## config.mk

```make
export PLATFORM = sky130hd
export DESIGN_NAME = sai_device_flat
export DESIGN_NICKNAME = d
export VERILOG_FILES = /design/src/rtl/sai_pkg.sv /design/src/rtl/sai_link_if.sv /design/src/rtl/sai_device.sv /design/src/flat_wrapper.sv
export VERILOG_INCLUDE_DIRS = /design/src /design/src/rtl
export SDC_FILE = /design/constraint.sdc
export NUM_CORES = 1
export LEC_CHECK = 0
export BUFFER_PORTS_ARGS = -buffer_cell sky130_fd_sc_hd__buf_2
export CORE_MARGIN = 8
export CORE_UTILIZATION = 35
export DETAILED_ROUTE_END_ITERATION = 16
export SLEW_MARGIN = 5
export SYNTH_ARGS = -nofsm -noshare
export SYNTH_HDL_FRONTEND = slang
export SYNTH_SLANG_ARGS = --single-unit
```

## constraint.sdc

```tcl
create_clock -name core_clk -period 13.3 [get_ports core_clk]
set_input_delay 1.995 -clock core_clk [delete_from_list [all_inputs] [get_ports core_clk]]
set_output_delay 1.995 -clock core_clk [all_outputs]
set_load 0.02 [all_outputs]
```

## src/rtl/sai_regs.svh

```systemverilog
`ifndef SAI_REGS_SVH
`define SAI_REGS_SVH
// How it works
// - Format field selects I2S, LJ, RJ, TDM
// - Word length from format bits 1:0
// - Offset is format bit7 plus offset byte
// - Short TDM frame sync needs bits 3:2=01; the device ignores bits 3:2
// - MSB first two's complement, up to 32
// - Reset gives I2S with 24-bit words
// - Bad bit-clock ratio raises clock error
// - Sample rate class detected automatically
// - Internal timing derived from bit clock
// - Clock stop puts processing to sleep
// - Clock halt: outputs Hi-Z, error flagged
// - Clocks back: resume previous state
// - Host halts clocks 100 us on rate change
// - Data shifted in on bit clock
// - Word clock is channel select or sync
// - Frame sync high one bit; rising starts
// - I2S: left low, right high
// - Right-justified: left high, right low

////////////////////////////////////////////////////////////////////////////////
// Register indices (byte address is index times four), then byte addresses
`define SAI_IDX_FORMAT     12'h033
`define SAI_IDX_OFFSET     12'h034
`define SAI_IDX_STATUS     12'h071
`define SAI_ADDR_CTRL      12'h200
`define SAI_ADDR_ISTAT     12'h204
`define SAI_ADDR_IEN       12'h208
`define SAI_ADDR_ICLR      12'h20C

////////////////////////////////////////////////////////////////////////////////
// Fields and reset values
`define SAI_FORMAT_RESET   8'h02
`define SAI_OFFSET_RESET   8'h00
`define SAI_CTRL_RESET     1'b1
`define SAI_RESP_OKAY      2'h0
`define SAI_RESP_SLVERR    2'h2

////////////////////////////////////////////////////////////////////////////////
// Timing
`define SAI_CLK_MHZ        10
`define SAI_HALT_NS        4000
`define SAI_HALT_CYC       ((`SAI_HALT_NS * `SAI_CLK_MHZ + 999) / 1000)
`define SAI_RATE_B32_NS    27000
`define SAI_RATE_B48_NS    15000
`define SAI_RATE_B96_NS    7800
`define SAI_RATE_B32_CYC   (`SAI_RATE_B32_NS * `SAI_CLK_MHZ / 1000)
`define SAI_RATE_B48_CYC   (`SAI_RATE_B48_NS * `SAI_CLK_MHZ / 1000)
`define SAI_RATE_B96_CYC   (`SAI_RATE_B96_NS * `SAI_CLK_MHZ / 1000)
`define SAI_HOST_DIV       4
`endif

```

## src/rtl/sai_pkg.sv

```systemverilog
package sai_pkg;
   typedef enum logic [1:0] {
      SAI_FMT_I2S = 2'b00,
      SAI_FMT_LJ  = 2'b01,
      SAI_FMT_RJ  = 2'b10,
      SAI_FMT_TDM = 2'b11
   } sai_fmt_t;

   typedef enum logic {
      SAI_PLAY  = 1'b0,
      SAI_SLEEP = 1'b1
   } sai_mode_t;

   typedef struct packed {
      logic [2:0]  s1;
      logic [2:0]  s2;
      logic        sclk_last;
      logic        lr_last;
      logic [9:0]  cnt;
      logic [9:0]  half;
      logic [9:0]  fcnt;
      logic [11:0] pcnt;
      logic [7:0]  idle;
      logic [31:0] sh;
      logic [31:0] left;
      logic [31:0] right;
      logic        valid;
      logic [7:0]  fmt;
      logic [7:0]  off;
      logic        play;
      logic        ratio_err;
      logic        halted;
      logic [1:0]  rate;
      sai_mode_t   mode;
      logic        hiz;
      logic        sleep;
      logic [2:0]  ist;
      logic [2:0]  ien;
      logic        irq;
      logic        aw_got;
      logic [11:0] aw_addr;
      logic        w_got;
      logic [7:0]  wbyte;
      logic        wstb;
      logic        awready;
      logic        wready;
      logic        bvalid;
      logic [1:0]  bresp;
      logic        arready;
      logic        rvalid;
      logic [31:0] rdata;
      logic [1:0]  rresp;
   } sai_dev_state_t;

   typedef struct packed {
      logic [7:0]  div;
      logic        sclk;
      logic [9:0]  pos;
      logic        lr;
      logic        dat;
      logic [31:0] lbuf;
      logic [31:0] rbuf;
      logic        taken;
   } sai_host_state_t;

   // Word length code to bit count
   function automatic logic [9:0] sai_wl_bits(input logic [1:0] code);
      logic [9:0] n;
      n = 10'h010;
      case (code)
         2'h0: n = 10'h010;
         2'h1: n = 10'h014;
         2'h2: n = 10'h018;
         default: n = 10'h020;
      endcase
      return n;
   endfunction
endpackage

```

## src/rtl/sai_link_if.sv

```systemverilog
`timescale 1ns/100ps
interface sai_link_if;
   logic bit_clock;
   logic word_clock_frame_sync;
   logic serial_audio_data_in;

   modport host
   (
      output bit_clock,
      output word_clock_frame_sync,
      output serial_audio_data_in
   );

   modport device
   (
      input bit_clock,
      input word_clock_frame_sync,
      input serial_audio_data_in
   );
endinterface

```

## src/rtl/sai_device.sv

```systemverilog
`timescale 1ns/100ps
`include "sai_regs.svh"
module sai_device #(
   parameter int HALT_CYC = `SAI_HALT_CYC
)(
   input  wire logic        core_clk,
   input  wire logic        resetn,
   sai_link_if.device       link,
   input  wire logic [11:0] s_axi_awaddr,
   input  wire logic        s_axi_awvalid,
   output      logic        s_axi_awready,
   input  wire logic [31:0] s_axi_wdata,
   input  wire logic [3:0]  s_axi_wstrb,
   input  wire logic        s_axi_wvalid,
   output      logic        s_axi_wready,
   output      logic [1:0]  s_axi_bresp,
   output      logic        s_axi_bvalid,
   input  wire logic        s_axi_bready,
   input  wire logic [11:0] s_axi_araddr,
   input  wire logic        s_axi_arvalid,
   output      logic        s_axi_arready,
   output      logic [31:0] s_axi_rdata,
   output      logic [1:0]  s_axi_rresp,
   output      logic        s_axi_rvalid,
   input  wire logic        s_axi_rready,
   output      logic [31:0] left_sample,
   output      logic [31:0] right_sample,
   output      logic        sample_valid,
   output      logic [1:0]  rate_code,
   output      logic        amp_hiz,
   output      logic        dsp_sleep,
   output      logic        irq
);
   sai_pkg::sai_dev_state_t q;
   sai_pkg::sai_dev_state_t d;

   ////////////////////////////////////////////////////////////////////////////////
   // Rate class from core cycles per frame
   function automatic logic [1:0] rate_class(input logic [11:0] p);
      logic [1:0] r;
      r = 2'h3;
      if (p >= 12'(`SAI_RATE_B32_CYC))
         r = 2'h0;
      else if (p >= 12'(`SAI_RATE_B48_CYC))
         r = 2'h1;
      else if (p >= 12'(`SAI_RATE_B96_CYC))
         r = 2'h2;
      return r;
   endfunction

   // Bit clocks per frame allowed for format and rate
   function automatic logic ratio_ok(input sai_pkg::sai_fmt_t f, input logic [1:0] r,
                                     input logic [9:0] n);
      logic ok;
      ok = 1'b0;
      if (f != sai_pkg::SAI_FMT_TDM)
         ok = (n == 10'h020) || (n == 10'h040);
      else
         ok = (n == 10'h080) || ((n == 10'h100) && (r == 2'h1 || r == 2'h2)) ||
              ((n == 10'h200) && (r == 2'h1));
      return ok;
   endfunction

   ////////////////////////////////////////////////////////////////////////////////
   // Next state
   always_comb
   begin
      logic              rise;
      logic              lr_edge;
      logic              fstart;
      logic              restart;
      logic              rgt;
      logic              wrap;
      logic [9:0]        hc;
      logic              legal;
      logic              halt_now;
      logic [9:0]        h;
      logic [9:0]        start;
      logic [9:0]        wl;
      logic [9:0]        offs;
      logic [1:0]        rc;
      logic [2:0]        clr;
      logic [2:0]        ev;
      logic [31:0]       word;
      sai_pkg::sai_fmt_t fmt;
      d        = q;
      d.valid  = 1'b0;
      clr      = 3'h0;
      fmt      = sai_pkg::sai_fmt_t'(q.fmt[5:4]);
      wl       = sai_pkg::sai_wl_bits(q.fmt[1:0]);
      offs     = {1'b0, q.fmt[7], q.off};
      d.s1     = {link.serial_audio_data_in, link.word_clock_frame_sync, link.bit_clock};
      d.s2     = q.s1;
      d.sclk_last = q.s2[0];
      rise     = q.s2[0] & ~q.sclk_last;
      lr_edge  = rise & (q.s2[1] != q.lr_last);
      fstart   = lr_edge & (q.s2[1] ^ (fmt == sai_pkg::SAI_FMT_I2S));
      restart  = (fmt == sai_pkg::SAI_FMT_TDM) ? fstart : lr_edge;
      h        = restart ? 10'h000 : ((q.cnt == 10'h3FF) ? q.cnt : q.cnt + 10'h001);
      wrap     = restart & (fmt == sai_pkg::SAI_FMT_I2S);
      hc       = wrap ? q.cnt + 10'h001 : h;
      rgt      = (fmt == sai_pkg::SAI_FMT_TDM) ? (h >= offs + wl)
                 : (q.s2[1] ^ (fmt != sai_pkg::SAI_FMT_I2S) ^ wrap);
      start    = offs;
      case (fmt)
         sai_pkg::SAI_FMT_I2S: start = offs + 10'h001;
         sai_pkg::SAI_FMT_LJ:  start = offs;
         sai_pkg::SAI_FMT_RJ:  start = q.half - wl;
         default:              start = rgt ? offs + wl : offs;
      endcase
      word     = {q.sh[30:0], q.s2[2]} << (10'h020 - wl);
      rc       = rate_class(q.pcnt);
      legal    = ratio_ok(fmt, rc, q.fcnt + 10'h001);
      halt_now = q.idle >= 8'(HALT_CYC);

      ////////////////////////////////////////////////////////////////////////////////
      // Serial capture
      if (rise)
      begin
         d.lr_last = q.s2[1];
         d.cnt     = h;
         if (restart)
            d.half = q.cnt + 10'h001;
         if (hc >= start && hc < start + wl)
         begin
            d.sh = {q.sh[30:0], q.s2[2]};
            if (hc == start + wl - 10'h001)
            begin
               if (rgt)
               begin
                  d.right = word;
                  d.valid = 1'b1;
               end
               else
                  d.left = word;
            end
         end
      end

      ////////////////////////////////////////////////////////////////////////////////
      // Clock supervision
      d.idle = rise ? 8'h00 : ((q.idle == 8'hFF) ? q.idle : q.idle + 8'h01);
      d.halted = halt_now;
      if (halt_now)
      begin
         d.fcnt = 10'h000;
         d.pcnt = 12'h000;
      end
      else
      begin
         d.pcnt = (q.pcnt == 12'hFFF) ? q.pcnt : q.pcnt + 12'h001;
         if (fstart)
         begin
            d.fcnt      = 10'h000;
            d.pcnt      = 12'h000;
            d.ratio_err = ~legal;
            d.rate      = rc;
         end
         else if (rise)
         begin
            d.fcnt = (q.fcnt == 10'h3FF) ? q.fcnt : q.fcnt + 10'h001;
            if (q.fcnt == 10'h3FF)
               d.ratio_err = 1'b1;
         end
      end
      unique case (q.mode)
         sai_pkg::SAI_PLAY:
            if (halt_now)
               d.mode = sai_pkg::SAI_SLEEP;
         sai_pkg::SAI_SLEEP:
            if (fstart & legal & ~halt_now)
               d.mode = sai_pkg::SAI_PLAY;
      endcase

      ////////////////////////////////////////////////////////////////////////////////
      // AXI4-Lite slave
      if (q.bvalid & s_axi_bready)
         d.bvalid = 1'b0;
      if (s_axi_awvalid & q.awready)
      begin
         d.aw_got  = 1'b1;
         d.aw_addr = s_axi_awaddr;
      end
      if (s_axi_wvalid & q.wready)
      begin
         d.w_got = 1'b1;
         d.wbyte = s_axi_wdata[7:0];
         d.wstb  = s_axi_wstrb[0];
      end
      if (q.aw_got & q.w_got & ~q.bvalid)
      begin
         d.aw_got = 1'b0;
         d.w_got  = 1'b0;
         d.bvalid = 1'b1;
         d.bresp  = `SAI_RESP_OKAY;
         case (q.aw_addr)
            (`SAI_IDX_FORMAT << 2): if (q.wstb) d.fmt = q.wbyte;
            (`SAI_IDX_OFFSET << 2): if (q.wstb) d.off = q.wbyte;
            `SAI_ADDR_CTRL:         if (q.wstb) d.play = q.wbyte[0];
            `SAI_ADDR_IEN:          if (q.wstb) d.ien = q.wbyte[2:0];
            `SAI_ADDR_ICLR:         if (q.wstb) clr = q.wbyte[2:0];
            default:                d.bresp = `SAI_RESP_SLVERR;
         endcase
      end
      if (q.rvalid & s_axi_rready)
         d.rvalid = 1'b0;
      if (s_axi_arvalid & q.arready)
      begin
         d.rvalid = 1'b1;
         d.rresp  = `SAI_RESP_OKAY;
         d.rdata  = 32'h0000_0000;
         case (s_axi_araddr)
            (`SAI_IDX_FORMAT << 2): d.rdata[7:0] = q.fmt;
            (`SAI_IDX_OFFSET << 2): d.rdata[7:0] = q.off;
            (`SAI_IDX_STATUS << 2): d.rdata[3:0] = {q.rate, q.halted,
                                                    q.ratio_err | q.halted};
            `SAI_ADDR_CTRL:         d.rdata[0] = q.play;
            `SAI_ADDR_ISTAT:        d.rdata[2:0] = q.ist;
            `SAI_ADDR_IEN:          d.rdata[2:0] = q.ien;
            `SAI_ADDR_ICLR:         d.rdata = 32'h0000_0000;
            default:                d.rresp = `SAI_RESP_SLVERR;
         endcase
      end
      d.awready = ~d.aw_got & ~d.bvalid;
      d.wready  = ~d.w_got & ~d.bvalid;
      d.arready = ~d.rvalid;

      ////////////////////////////////////////////////////////////////////////////////
      // Outputs and interrupts
      d.hiz   = (d.mode == sai_pkg::SAI_SLEEP) | ~d.play;
      d.sleep = d.mode == sai_pkg::SAI_SLEEP;
      ev      = {(d.mode == sai_pkg::SAI_PLAY) & (q.mode == sai_pkg::SAI_SLEEP),
                 d.halted & ~q.halted, d.ratio_err & ~q.ratio_err};
      d.ist   = (q.ist & ~clr) | ev;
      d.irq   = |(d.ist & d.ien);
   end

   always_ff @(posedge core_clk or negedge resetn)
   begin
      if (!resetn)
      begin
         q       <= '0;
         q.fmt   <= `SAI_FORMAT_RESET;
         q.off   <= `SAI_OFFSET_RESET;
         q.play  <= `SAI_CTRL_RESET;
         q.mode  <= sai_pkg::SAI_SLEEP;
         q.hiz   <= 1'b1;
         q.sleep <= 1'b1;
      end
      else
         q <= d;
   end

   assign s_axi_awready = q.awready;
   assign s_axi_wready  = q.wready;
   assign s_axi_bresp   = q.bresp;
   assign s_axi_bvalid  = q.bvalid;
   assign s_axi_arready = q.arready;
   assign s_axi_rdata   = q.rdata;
   assign s_axi_rresp   = q.rresp;
   assign s_axi_rvalid  = q.rvalid;
   assign left_sample   = q.left;
   assign right_sample  = q.right;
   assign sample_valid  = q.valid;
   assign rate_code     = q.rate;
   assign amp_hiz       = q.hiz;
   assign dsp_sleep     = q.sleep;
   assign irq           = q.irq;
endmodule

```

## src/flat_wrapper.sv

```systemverilog
// flat-port wrapper written by rule: the top's interface ports become plain ports
module sai_device_flat 
#(
   parameter int HALT_CYC = `SAI_HALT_CYC
)
  (core_clk, resetn, s_axi_awaddr, s_axi_awvalid, s_axi_awready, s_axi_wdata, s_axi_wstrb, s_axi_wvalid, s_axi_wready, s_axi_bresp, s_axi_bvalid, s_axi_bready, s_axi_araddr, s_axi_arvalid, s_axi_arready, s_axi_rdata, s_axi_rresp, s_axi_rvalid, s_axi_rready, left_sample, right_sample, sample_valid, rate_code, amp_hiz, dsp_sleep, irq, link_bit_clock, link_word_clock_frame_sync, link_serial_audio_data_in);
  sai_link_if link_i ();
  input  wire logic core_clk;
  input  wire logic resetn;
  input  wire logic [11:0] s_axi_awaddr;
  input  wire logic s_axi_awvalid;
  output      logic s_axi_awready;
  input  wire logic [31:0] s_axi_wdata;
  input  wire logic [3:0] s_axi_wstrb;
  input  wire logic s_axi_wvalid;
  output      logic s_axi_wready;
  output      logic [1:0] s_axi_bresp;
  output      logic s_axi_bvalid;
  input  wire logic s_axi_bready;
  input  wire logic [11:0] s_axi_araddr;
  input  wire logic s_axi_arvalid;
  output      logic s_axi_arready;
  output      logic [31:0] s_axi_rdata;
  output      logic [1:0] s_axi_rresp;
  output      logic s_axi_rvalid;
  input  wire logic s_axi_rready;
  output      logic [31:0] left_sample;
  output      logic [31:0] right_sample;
  output      logic sample_valid;
  output      logic [1:0] rate_code;
  output      logic amp_hiz;
  output      logic dsp_sleep;
  output      logic irq;
  input wire logic [$bits(link_i.bit_clock)-1:0] link_bit_clock;
  input wire logic [$bits(link_i.word_clock_frame_sync)-1:0] link_word_clock_frame_sync;
  input wire logic [$bits(link_i.serial_audio_data_in)-1:0] link_serial_audio_data_in;
  assign link_i.bit_clock = link_bit_clock;
  assign link_i.word_clock_frame_sync = link_word_clock_frame_sync;
  assign link_i.serial_audio_data_in = link_serial_audio_data_in;
  sai_device #(.HALT_CYC(HALT_CYC)) u_core (.core_clk(core_clk), .resetn(resetn), .link(link_i), .s_axi_awaddr(s_axi_awaddr), .s_axi_awvalid(s_axi_awvalid), .s_axi_awready(s_axi_awready), .s_axi_wdata(s_axi_wdata), .s_axi_wstrb(s_axi_wstrb), .s_axi_wvalid(s_axi_wvalid), .s_axi_wready(s_axi_wready), .s_axi_bresp(s_axi_bresp), .s_axi_bvalid(s_axi_bvalid), .s_axi_bready(s_axi_bready), .s_axi_araddr(s_axi_araddr), .s_axi_arvalid(s_axi_arvalid), .s_axi_arready(s_axi_arready), .s_axi_rdata(s_axi_rdata), .s_axi_rresp(s_axi_rresp), .s_axi_rvalid(s_axi_rvalid), .s_axi_rready(s_axi_rready), .left_sample(left_sample), .right_sample(right_sample), .sample_valid(sample_valid), .rate_code(rate_code), .amp_hiz(amp_hiz), .dsp_sleep(dsp_sleep), .irq(irq));
endmodule
```

---- Word level (Yosys, flattened, before mapping) ----
Index checks and enable logic that the tools add are counted.
W data, S select, Z words.
word-level totals
  flip-flop bits (word level) ............. 224
  word-level logic and storage cells ...... 206
cells by class
  mux-type cells .......................... 54
  $lt $le $gt $ge ......................... 7
  equality and inequality tests ........... 34
  add/sub/neg operators ................... 10
  bitwise operators ....................... 41
  reduce and logical (&&, ||, !) cells .... 22
  shifts and indexed selects .............. 1
operator list
  kind                     count
  $eq A12 B10 Y1 const B   7
  $mux W10                 8
  $eq A12 B8 Y1 const B    4
  $mux W35                 1
  $shl A32 B10 Y32         1
  $eq A10 B10 Y1 const B   3
  $pmux W10 S3             1
  $mux W12                 2
  $mux W22                 1
  $mux W1                  21
  $mux W3                  7
  $add A10 B1 Y10 const B  2
  $ge A10 B10 Y1           2
  $and A1 B1 Y1            18
  $pmux W6 S3              1
  $mux W8                  2
  $not A1 Y1               14
  $mux W13                 1
  $add A12 B1 Y12 const B  1
  $eq A12 B12 Y1 const B   1
  $eq A12 B9 Y1 const B    1
  $ge A12 B7 Y1 const B    1
  $ge A12 B8 Y1 const B    1
  $ge A12 B9 Y1 const B    1
  43 further kinds         67

---- Depth between registers and ports, before layout ----
Gate-level depths: netlist of the first run.
  word-level depth ........................ 19
  gate-level depth with buffers ........... 33

---- Worst setup path after synthesis of the first run ----
Ideal clock, no wire load.
  kind .................................... reg2reg
  start ................................... register u_core.q[88] (netlist bit)
  end ..................................... register u_core.q, in the netlist u_core.left_sample[23]
  cell stages (with the launch flop) ...... 33
  required time ........................... 13.175 ns
  buffers on the path ..................... 2
  arrival time ............................ 7.298 ns
  setup slack ............................. 5.877 ns
  path through ............................ dfstp_2 -> inv_1 -> ha_1 -> ha_1 -> fa_1 -> a21o_1 -> a21oi_1 -> nor2_1 -> xnor2_1 -> ha_1 -> nand4_1 -> or3_1 -> nand2_1 -> buf_1 -> mux2i_1 -> a21oi_1 -> a21o_1 -> ha_1 -> a21o_1 -> a21oi_1 -> nor2b_1 -> nor2_1 -> nor3_1 -> xor2_1 -> ha_1 -> a21o_1 -> a21oi_1 -> a21boi_0 -> a211o_1 -> or3b_1 -> nor4_4 -> buf_6 -> mux2_2
on the way
  word-level cells in the longest chain between the ends .. 11
  elaborated cells on any way between the ends .. 20
ends and longest elaborated chain
  what                                                          line                                  text
  start, declared                                               sai_device.sv:34                      sai_pkg::sai_dev_state_t q;
  $eq A2 B2 Y1, or another cell as far along                    sai_pkg.sv:70                         case (code)
  $pmux W6 S3 *                                                 sai_pkg.sv:70
  $add A9 B6 Y10                                                sai_device.sv:102, sai_device.sv:109
  $ge A10 B10 Y1                                                sai_device.sv:102                     rgt = (fmt == sai_pkg::SAI_FMT_TDM) ? (h >= offs + wl)
  $mux W1                                                       sai_device.sv:102
  $mux W10                                                      sai_device.sv:109                     default: start = rgt ? offs + wl : offs;
  $pmux W10 S3                                                  sai_device.sv:105                     case (fmt)
  $add A10 B6 Y10                                               sai_device.sv:124, sai_device.sv:127
  $sub A10 B1 Y10 / $lt A10 B10 Y1 (equally long branches)      sai_device.sv:127, sai_device.sv:124
  $eq A10 B10 Y1 / $logic_and A1 B1 Y1 (equally long branches)  sai_device.sv:127, sai_device.sv:124
  $reduce_and A4 Y1 (no source line)                            n/a
Mark *: on every way between the ends. The rest lies on a longest branch, timed or not.
A chain may end at the register's enable or synchronous reset.

---- Worst setup path in the final report of the first run ----
  start ................................... register u_core.q[92] (netlist bit)
  end ..................................... register u_core.q, in the netlist u_core.left_sample[20]
on the way
  word-level cells in the longest chain between the ends .. 13
  elaborated cells on any way between the ends .. 25
ends and longest elaborated chain
  what                                                          line                                                    text
  $logic_not A2 Y1                                              sai_device.sv:97, sai_device.sv:100, sai_device.sv:105
  $xor A1 B1 Y1                                                 sai_device.sv:97                                        fstart = lr_edge & (q.s2[1] ^ (fmt == sai_pkg::SAI_FMT_I2S));
  $and A1 B1 Y1                                                 sai_device.sv:97
  $mux W1                                                       sai_device.sv:98                                        restart = (fmt == sai_pkg::SAI_FMT_TDM) ? fstart : lr_edge;
  $mux W10 / $and A1 B1 Y1 (equally long branches)              sai_device.sv:99, sai_device.sv:100
  $ge A10 B10 Y1 / $xor A1 B1 Y1 (equally long branches)        sai_device.sv:102, sai_device.sv:103
  $mux W1                                                       sai_device.sv:102
  $mux W10                                                      sai_device.sv:109
  $pmux W10 S3                                                  sai_device.sv:105
  $add A10 B6 Y10                                               sai_device.sv:124, sai_device.sv:127
  $sub A10 B1 Y10 / $lt A10 B10 Y1 (equally long branches)      sai_device.sv:127, sai_device.sv:124
  $eq A10 B10 Y1 / $logic_and A1 B1 Y1 (equally long branches)  sai_device.sv:127, sai_device.sv:124
  $reduce_and A4 Y1 (no source line) *                          n/a
Marked as above.

==> impl_results.md, run 1 <==
* Status: finished clean
* Synth warn at 0
* CP Data Required Time at 13.70 ns
* Most common cell in the netlist: dfrtp_1
* CTS tree: built
* Synth top area share at 0.399
* Max-cap violations at 0
* Worst-path clk slew at about 0.06 ns
* Diode count at 0
* Die area at 45700 sq um
* GRT Residual Overflow at 0
* Die span in x at 214 um
* Clk buf depth at 3
* Clock Skew at 0.0241 ns
* Die height at between 200 and 250 um
* Fill cells at ~3800
* Placed wire-length estimate at 23600 um
* Part of the cycle the worst path needs at 0.663
* Main flop type after synthesis: dfrtp_1
* Power, Total at 1970 uW
* Peak Freq at between 100 and 150 MHz
* Vias in the first global route at between 9000 and 10000
* Crit. End Element: flip-flop
* Post-Synthesis Cells at 1312
* Initial antenna violation count at 0
* Largest net degree at the start of global routing at 88
* Worst-path maximum fanout at 34
* Layout Cells excl Fill at 1884
* Worst skew pair latency at about 0.54 ns
* Cell Count Post-Placement at 1841
* Row Count at 72
* Via count at 9438
* GRT Total Usage at 0.136
* Leak pwr at 0.00704 uW
* Ratio of cells with drive above 1 in the final layout at 0.260
* IO Pins at 181
* Classification of the worst-slack hold path: reg -> reg
* Layout Nets at 1479
* Crit path DAT at 9.22 ns
* Crit start category: flip-flop
* EDFF count, synth at 0
* WS Path Type: reg -> reg
* Hold_buf cts at 0
* Antenna Nets Post-Route at 0
* Starting density of the core at 0.354
* Worst slew pin tran at 0.943 ns
* # setup viols final at 0
* Post-synth cell types at 79
* Mean post-synth cell area at about 10 sq um
* Via density at roughly 5.0
* Clock buffer count from CTS at 25
* Setup_tns at 0 ns
* Clock sink count at ~220
* Hold Fails Final Rpt at 0
* H-tree depth at 1
* DRT Pass-1 Iters at 5
* DR iter-0 viols at 429
* Area grow syn2layout at 9.24%
* Top cells by area, synth: dfrtp_1, mux2_2, buf_4
* Routability cong. at 0.891
* PwrDens at 132 nW/um^2
* Max-slew violations at 0
* Core ar. at 38600 sq um
* Critical-path top delay cell: dfrtp_1
* Post-CTS Setup Repair Bufs at 0
* RSZ-0062 raised after global routing: false
* FFs w/ async S/R, synth at 1.00
* Critical Path Max Stage Delay at 0.65 ns
* Post-synthesis register bit count at 222
* Wire per inst at 16.7 um
* Synth cell count leaders: dfrtp_1, nand2_1, buf_4, mux2_2, nor2_1
* Sequential area share after synthesis at 0.407
* Multi-input logic area at 7060 sq um
* DRC violation count after routing at 0
* Total Routed Length at 31400 um
* Post-cts resize count at 0
* Clk root buf: clkbuf_16
* Reg area at roughly 5600 sq um
* Global-route wire length before repair at roughly 51000 um
* Tmin final at 8.82 ns
* Maximum vdd drop at slightly above 0.1 mV
* Yosys top cell by area: dfrtp_1
* Post-Synthesis Cell Area at 13700 sq um
* Port buffer count at 127
* Slew headroom at 0.371
## metal layers
metal	routed length, um	share of wire	track usage
met2	14600	0.47	0.221
met4	628	0.020	0.0319
met3	1820	0.058	0.0297
met1	14300	0.46	0.184
met5	0	0	0
## report_power, final
part	internal, uW	switching [uW]	total, uW
Clock	401	272	673
Combinational	195	224	419
Sequential	770	106	876
## sequential cells by signal, indices dropped and copies added, names as in the netlist
name,count
u_core.amp_hiz,1
u_core.sample_valid,1
u_core.left_sample,32
u_core.s_axi_bvalid,1
u_core.s_axi_rvalid,1
u_core.right_sample,32
u_core.s_axi_rdata,8
u_core.irq,1
u_core.s_axi_arready,1
u_core.q,134
u_core.d,4
u_core.s_axi_rresp,1
u_core.rate_code,2
u_core.s_axi_awready,1
u_core.s_axi_wready,1
u_core.s_axi_bresp,1
## cell usage in the layout (no fill, tap or decap), types with 6 or more instances in the layout
cell       netlist  layout
nor2_1          94      94
clkbuf_16        0      25
mux2_2          94      94
buf_4          102       9
and2_1          20      20
xnor2_1         33      33
o21a_1           6       6
a21oi_1         42      42
nand2_1        123     123
a21o_1           8       8
buf_2            1     126
nand2b_1        12      12
xor2_1          28      28
clkbuf_8         0       7
nand3_1         29      29
dfrtp_1        218     218
a22oi_1          8       8
nand4_1         15      15
mux2_4          50      50
inv_1           38      38
conb_1           1      26
or3_1            9       9
mux2i_1         29      29
nor2b_1         16      16
mux4_2          12      12
ha_1            56      55
a31oi_1          9       9
a211oi_1         7       7
o211ai_1         6       6
and3_1          12      12
o21ai_0         72      72
nor3_1          21      21
## cell type report
type                       count  area share
multi-input combinational    924       0.472
sequential                   222       0.372
clock buffer                  35      0.0491
timing repair buffer         136      0.0477
tap                          518      0.0434
inverter                      41      0.0103
clock inverter                 8     0.00486
## metrics by stage
step                setup slack, ns  utilization  instance area [sq um]  hold slack (ns)
floorplan                      5.88            -                  13800            0.331
global placement               4.54        0.366                  14100            0.335
detailed placement             4.53        0.366                  14100            0.335
CTS                            4.49        0.387                  14900            0.348
global route                   3.66        0.387                  14900            0.353
finish                         4.48        0.387                  14900            0.346
## cells by family (layout without fill, tap and decap cells)
logic type	after synthesis	in the layout	share of synthesized area
buf+inv	191	220	0.0843
fa+ha+maj	59	59	0.0556
compound gates	197	197	0.0913
xor+xnor	64	64	0.0435
flops	222	222	0.407
mux	189	189	0.177
simple gates	389	389	0.142
other cells	1	26	0.000274
## final timing paths
| path | startpoint | endpoint | slack, ns | cells after the start |
|---|---|---|---|---|
| setup / recovery | u_core.q[92] | u_core.left_sample[20] | 4.48 | 29 |
| hold / removal | u_core.d[245] | u_core.q[245] | 0.35 | 0 |
| setup reg to reg | u_core.q[92] | u_core.left_sample[20] | 4.48 | 29 |
| hold reg to reg | u_core.d[245] | u_core.q[245] | 0.35 | 0 |
| max in group asynchronous | resetn | u_core.q[243] | 10.40 | 2 |
| min in group asynchronous | resetn | u_core.left_sample[1] | 1.43 | 1 |
## worst max-delay path, delay by kind of cell, from the launching register on
family                   cells  cell delay, ns
AND/OR/NAND/NOR             10            3.13
XOR/XNOR                     1            0.29
AO/OA/AOI/OAI               10            2.17
buffers and inverters        3            0.87
multiplexers                 2            0.65
adder cells (fa/ha/maj)      3            0.88
flip-flops                   1            0.65
(Power assumes the default switching activity.)
==> run 2, diff against run 1 <==
--- a/config.mk
+++ b/config.mk
@@ -6,6 +6,7 @@
 export SDC_FILE = /design/constraint.sdc
 export NUM_CORES = 1
 export LEC_CHECK = 0
+export ABC_AREA = 1
 export BUFFER_PORTS_ARGS = -buffer_cell sky130_fd_sc_hd__buf_2
 export CORE_MARGIN = 8
 export CORE_UTILIZATION = 35
==> constraint.sdc (replaced) <==
create_clock -name core_clk -period 8.3 [get_ports core_clk]
set_input_delay 1.245 -clock core_clk [delete_from_list [all_inputs] [get_ports core_clk]]
set_output_delay 1.245 -clock core_clk [all_outputs]
set_load 0.02 [all_outputs]
==> impl_results.md, run 2 <==
* Most frequent cells in the layout: nand2_1, dfrtp_1, inv_1
* Number of flip-flops in the largest register at between 100 and 150
* Routability cong. at 0.873
* Portion of netlist area occupied by mux cells at 0.00390
* Initial antenna violation count at 0
* DRT Pass-1 Iters at 6
* R2R cell count at 36
* Worst R2R Setup Slack at around 1.1 ns
* FFs w/ async S/R, synth at 1.00
* Starting density of the core at 0.355
* PwrDens at roughly 230 nW/um^2
* Placed wire-length estimate at 27000 um
* Total Routed Length at 35800 um
* Crit path DAT at between 7 and 8 ns
* GRT Total Usage at 0.153
* Part of the cycle the worst path needs at 0.866
* DRC violation count after routing at 0
* Clock buffer count from CTS at 25
* # setup viols final at 0
* Max-cap violations at 0
* Critical Path Max Stage Delay at 0.63 ns
* Clock sink count at 222
* Row Count at 72
* Synth top area share at 0.395
* GRT Residual Overflow at 0
* Main flop type after synthesis: dfrtp_1
* CTS tree: built
* CP Data Required Time at 8.72 ns
* Xor-xnor portion of the synthesized cell area at 0.0146
* EDFF count, synth at 0
* Yosys top cell by area: dfrtp_1
* Status: finished clean
* Hold Fails Final Rpt at 0
* WS Path Type: reg -> reg
* Post-Synthesis Cells at ~1800
* Die span in x at 215 um
* Die height at about 210 um
* Vias in the first global route at 11400
* Tmin final at 7.19 ns
* Worst-path maximum fanout at 33
* Hold_buf cts at 0
* Biggest register: u_core.q
* Clk root buf: clkbuf_16
* Via count at 11700
* Leak pwr at 0.00784 uW
* Largest net degree at the start of global routing at 80
* Clk buf depth at 3
* Via density at 4.90
* Classification of the worst-slack hold path: reg -> reg
* Slew headroom at 0.370
* Setup_tns at 0 ns
* Largest family of logic cells by synthesized area: simple AND/OR/NAND/NOR gates
* Post-synthesis simple-gate area fraction at 0.262
* Post-CTS Setup Repair Bufs at 0
* Hold Path End: u_core.q[246]
* DR iter-0 viols at 884
* Worst slew pin tran at 0.946 ns
* Ratio of cells with drive above 1 in the final layout at 0.117
* Crit start category: flip-flop
* Hold-critical path depth at 0
* Diode count at 0
* Clock Skew at between 0.01 and 0.015 ns
* Layout Nets at approximately 2000
* Peak Freq at 139 MHz
* IO Pins at 181
* Port buffer count at 127
* Post-synth cell types at 60
* H-tree depth at 1
* Place WS at between 1 and 1.5 ns
* Worst skew pair latency at 0.54 ns
* Worst-path clk slew at 0.06 ns
* PnR worst setup slack at 1.11 ns
* Maximum vdd drop at 0.149 mV
* Global-route wire length before repair at 59700 um
* Sequential area share after synthesis at 0.403
* Critical-path top delay cell: nand3_2
* Multi-input logic area at approximately 6400 sq um
* RSZ-0062 raised after global routing: false
* Wire per inst at 15.0 um
* Post-synthesis register bit count at 222
* Top cells by area, synth: dfrtp_1, nand2_1, buf_4
* Post-Synthesis Cell Area at 13800 sq um
* RR Startpoint: u_core.q[88]
* Die area at 46000 sq um
* Compound-gate portion of the synthesized area at 0.120
* Antenna Nets Post-Route at 0
* Post-Synth Adder-Cell Area at 0.0551
* Core ar. at 38800 sq um
* Post-cts resize count at 0
* Synth cell count leaders: nand2_1, dfrtp_1, inv_1, o21ai_0, nor2_1
* Mean post-synth cell area at between 7 and 8 sq um
* Fill cells at 4050
* Hold_sp: u_core.d[246]
* R2r endpoint: u_core.left_sample[5]
* Crit. End Element: flip-flop
* Max-slew violations at 0
* Most common cell in the netlist: nand2_1
* Area grow syn2layout at 8.95%
* Reg area at 5560 sq um
* Final core utilization at 0.387
* Synth warn at 0
* Most common cell after layout, fill and taps aside: nand2_1
run 2: changes by cell type after synthesis, sizes merged, moves of 19 or more:
cell and delta:
nand2 +383, inv +174, mux2 -145, o21ai +85, nand3 +64, nand4 +64
nor2 +40, xnor2 -28, mux2i -27, a21oi +24, and2 -19
run 2: critical path: cells and delay by family, from the launching register on:
| family | cells | cell delay (ns) |
|---|---|---|
| AOI/OAI and AO/OA | 6 | 1.10 |
| xor gates and xnor gates | 1 | 0.23 |
| adders and majority gates | 6 | 1.81 |
| buffers and inverters | 7 | 0.97 |
| DFF | 1 | 0.58 |
| and+or+nand+nor | 16 | 2.34 |
run 2: cell families (layout without fill, tap and decap cells):
group / count (synthesis) / in the layout
and+or+nand+nor: 845 / 845
buffers and inverters: 382 / 400
muxes: 5 / 5
other: 1 / 26
DFF: 222 / 222
AOI/OAI and AO/OA: 293 / 293
adders and majority gates: 59 / 59
xor gates and xnor gates: 23 / 23
run 2: final cells by class:
class	count	area share
Tap cell	518	0.0431
Timing Repair Buffer	137	0.0479
Multi-Input combinational cell	1251	0.425
Clock buffer	36	0.0490
Inverter	217	0.0542
Sequential cell	222	0.370
Clock inverter	10	0.0106
run 2: worst max-delay path by stage:
stage | start | to | slack, ns | cells past startpoint
2_1_floorplan | u_core.q[88] | u_core.right_sample[10] | 2.75 | 35
3_3_place_gp | u_core.q[88] | u_core.right_sample[4] | 1.21 | 36
3_5_place_dp | u_core.q[88] | u_core.left_sample[5] | 1.13 | 36
4_1_cts | u_core.q[88] | u_core.right_sample[16] | 1.10 | 36
5_1_grt | u_core.q[88] | u_core.right_sample[5] | 0.40 | 36
6_report | u_core.q[88] | u_core.left_sample[5] | 1.11 | 36
run 2: layer usage:
layer	wire length [um]	vias to the layer above	global-route usage
met4	716	0	0.0343
met1	16700	5431	0.209
met5	0	-	0
li1	-	5912	-
met3	2190	46	0.0327
met2	16200	319	0.246
run 2: stage by stage:
stage	instance area (sq um)	power, uW	instances	hold slack, ns
final	15000	3480	2391	0.353
after global routing	15000	3720	2391	0.366
after CTS	15000	3520	2391	0.354
after detailed placement	14100	2300	2345	0.340
after global placement	14100	2280	2345	0.331
after floorplan	13900	2050	1855	0.331
run 2: power by group:
| part | total, uW | switching, uW | internal [uW] |
|---|---|---|---|
| sequential | 1420 | 152 | 1270 |
| combinational | 866 | 588 | 278 |
| clock | 1200 | 455 | 740 |
| total | 3480 | 1200 | 2290 |
==> run 3, diff against run 2 <==
==> constraint.sdc (replaced) <==
create_clock -name core_clk -period 8.3 [get_ports core_clk]
set_input_delay 0.415 -clock core_clk [delete_from_list [all_inputs] [get_ports core_clk]]
set_output_delay 0.415 -clock core_clk [all_outputs]
set_load 0.02 [all_outputs]
==> impl_results.md, run 3 (same netlist as run 2, synthesis figures left out) <==
* Status: finished clean
* Hold Path End: u_core.q[46]
* # setup viols final at 0
* RR Startpoint: u_core.q[88]
* Hold Fails Final Rpt at 0
* Crit path DAT at approximately 7.5 ns
* Via count at between 10000 and 15000
* Clock sink count at 222
* Power, Total at between 3000 and 4000 uW
* Die span in x at 215 um
* Routability cong. at 0.903
* Clk root buf: clkbuf_16
* H-tree depth at 1
* Hold-critical path depth at 3
* GRT Residual Overflow at 0
* Number of flip-flops in the largest register at between 100 and 150
* Part of the cycle the worst path needs at 0.856
* IO Pins at 181
* Row Count at 72
* CTS tree: built
* Place WS at 1.19 ns
* WL met2 at 16100 um
* Worst skew pair latency at roughly 0.55 ns
* Die area at 46000 sq um
* DR iter-0 viols at 949
* DRT Pass-1 Iters at 7
* PwrDens at 233 nW/um^2
* Worst R2R Setup Slack at 1.19 ns
* Core ar. at ~39000 sq um
* Most common cell after layout, fill and taps aside: nand2_1
* Classification of the worst-slack hold path: in -> reg
* Ratio of cells with drive above 1 in the final layout at 0.119
* Crit start category: flip-flop
* Cell Count Post-Placement at 2345
* Clock buffer count from CTS at 26
* Area grow syn2layout at 9.52%
* Peak Freq at 141 MHz
* Via density at approximately 4.9
* Slew headroom at 0.382
* Critical Path Max Stage Delay at 0.62 ns
* WS Path Type: reg -> reg
* R2R cell count at 37
* GRT Total Usage at 0.155
* Starting density of the core at 0.355
* Biggest register: u_core.q
* Clk buf depth at 3
* Vias in the first global route at 11400
* Antenna Nets Post-Route at 0
* WL met1 at 17300 um
* Worst slew pin tran at roughly 0.9 ns
* Diode count at 0
* Highest metal used: met4
* Setup_tns at 0 ns
* CP Data Required Time at 8.72 ns
* Clock Skew at 0.0134 ns
* Final Instance Area at 15100 sq um
* PnR worst setup slack at 1.19 ns
* Tmin final at 7.11 ns
* Largest net degree at the start of global routing at ~80
* Global-route wire length before repair at roughly 60000 um
* RSZ-0062 raised after global routing: false
* Layout Nets at 1988
* Worst-path maximum fanout at 33
* Maximum vdd drop at 0.173 mV
* Leak pwr at 0.00788 uW
* Met3 WL at 2060 um
* Crit path top cell by count: nand2_1
* Layout Cells excl Fill at around 2400
* Max-cap violations at 0
* DRC violation count after routing at 0
* Most frequent cells in the layout: nand2_1, dfrtp_1, inv_1
* Hold_sp: s_axi_wdata[4]
* Area after DPL at 14100 sq um
* R2r endpoint: u_core.left_sample[19]
* Critical-path top delay cell: nand3_2
* Placed wire-length estimate at 27500 um
* Initial antenna violation count at 0
* Max-slew violations at 0
* Worst-path clk slew at about 0.06 ns
* Total Routed Length at 36500 um
* Port buffer count at about 130
* Die height at 215 um
* Crit. End Element: flip-flop
* Wire per inst at 15.2 um
-- run 3: changes by cell type in the layout (fill, tap and decap cells not counted) --
cell and change:
bufinv_16 +1, clkbuf_1 -2, clkbuf_16 +1, clkbuf_8 -3, clkinv_2 +5, clkinv_8 +1, dlygate4sd3_1 +4, inv_6 -1
-- run 3: worst max-delay path: cells and delay by family (launching register included) --
kind,cells,cell delay [ns]
DFF,1,0.60
adders and majority gates,5,1.69
and+or+nand+nor,17,2.33
buffers and inverters,7,0.93
xor gates and xnor gates,1,0.29
AOI/OAI and AO/OA,7,1.13
-- run 3: worst max path at each step --
stage,endpoint,cells past startpoint,start
4_1_cts,u_core.left_sample[19],37,u_core.q[88]
2_1_floorplan,u_core.right_sample[10],35,u_core.q[88]
6_report,u_core.left_sample[19],37,u_core.q[88]
3_3_place_gp,u_core.left_sample[24],37,u_core.q[88]
5_1_grt,u_core.left_sample[19],37,u_core.q[88]
3_5_place_dp,u_core.left_sample[19],37,u_core.q[88]
-- run 3: where the power goes --
| group | internal (uW) | total [uW] | switching, uW |
|---|---|---|---|
| clock network | 766 | 1240 | 476 |
| registers | 1270 | 1420 | 155 |
| logic | 279 | 863 | 585 |
-- run 3: metrics by stage --
stage / util / hold slack, ns
after floorplan: - / 0.119
after global placement: 0.364 / 0.335
after detailed placement: 0.364 / 0.336
after CTS: 0.389 / 0.0383
after global routing: 0.389 / 0.0545
final: 0.389 / 0.0578
-- run 3: repair_timing --
| action | 4_1_cts | 5_1_grt |
|---|---|---|
| endpoints found under the hold margin | 79 | 0 |
| buffers inserted | 0 | 0 |
| resized for setup | 0 | 0 |
| hold buffers | 4 | 0 |
-- run 3: layout make-up --
cell class,instances,area [sq um]
tap,518,648
timing repair buffer,141,761
clock inverter,16,221
clock buffer,32,713
multi-input combinational,1251,6400
inverter,217,815
sequential,222,5560
fill,4130,23700
-- run 3: routing by layer --
metal,global-route usage,up-vias
li1,-,5938
met1,0.211,5488
met2,0.243,323
met3,0.0341,74
met4,0.0462,0
met5,0,-
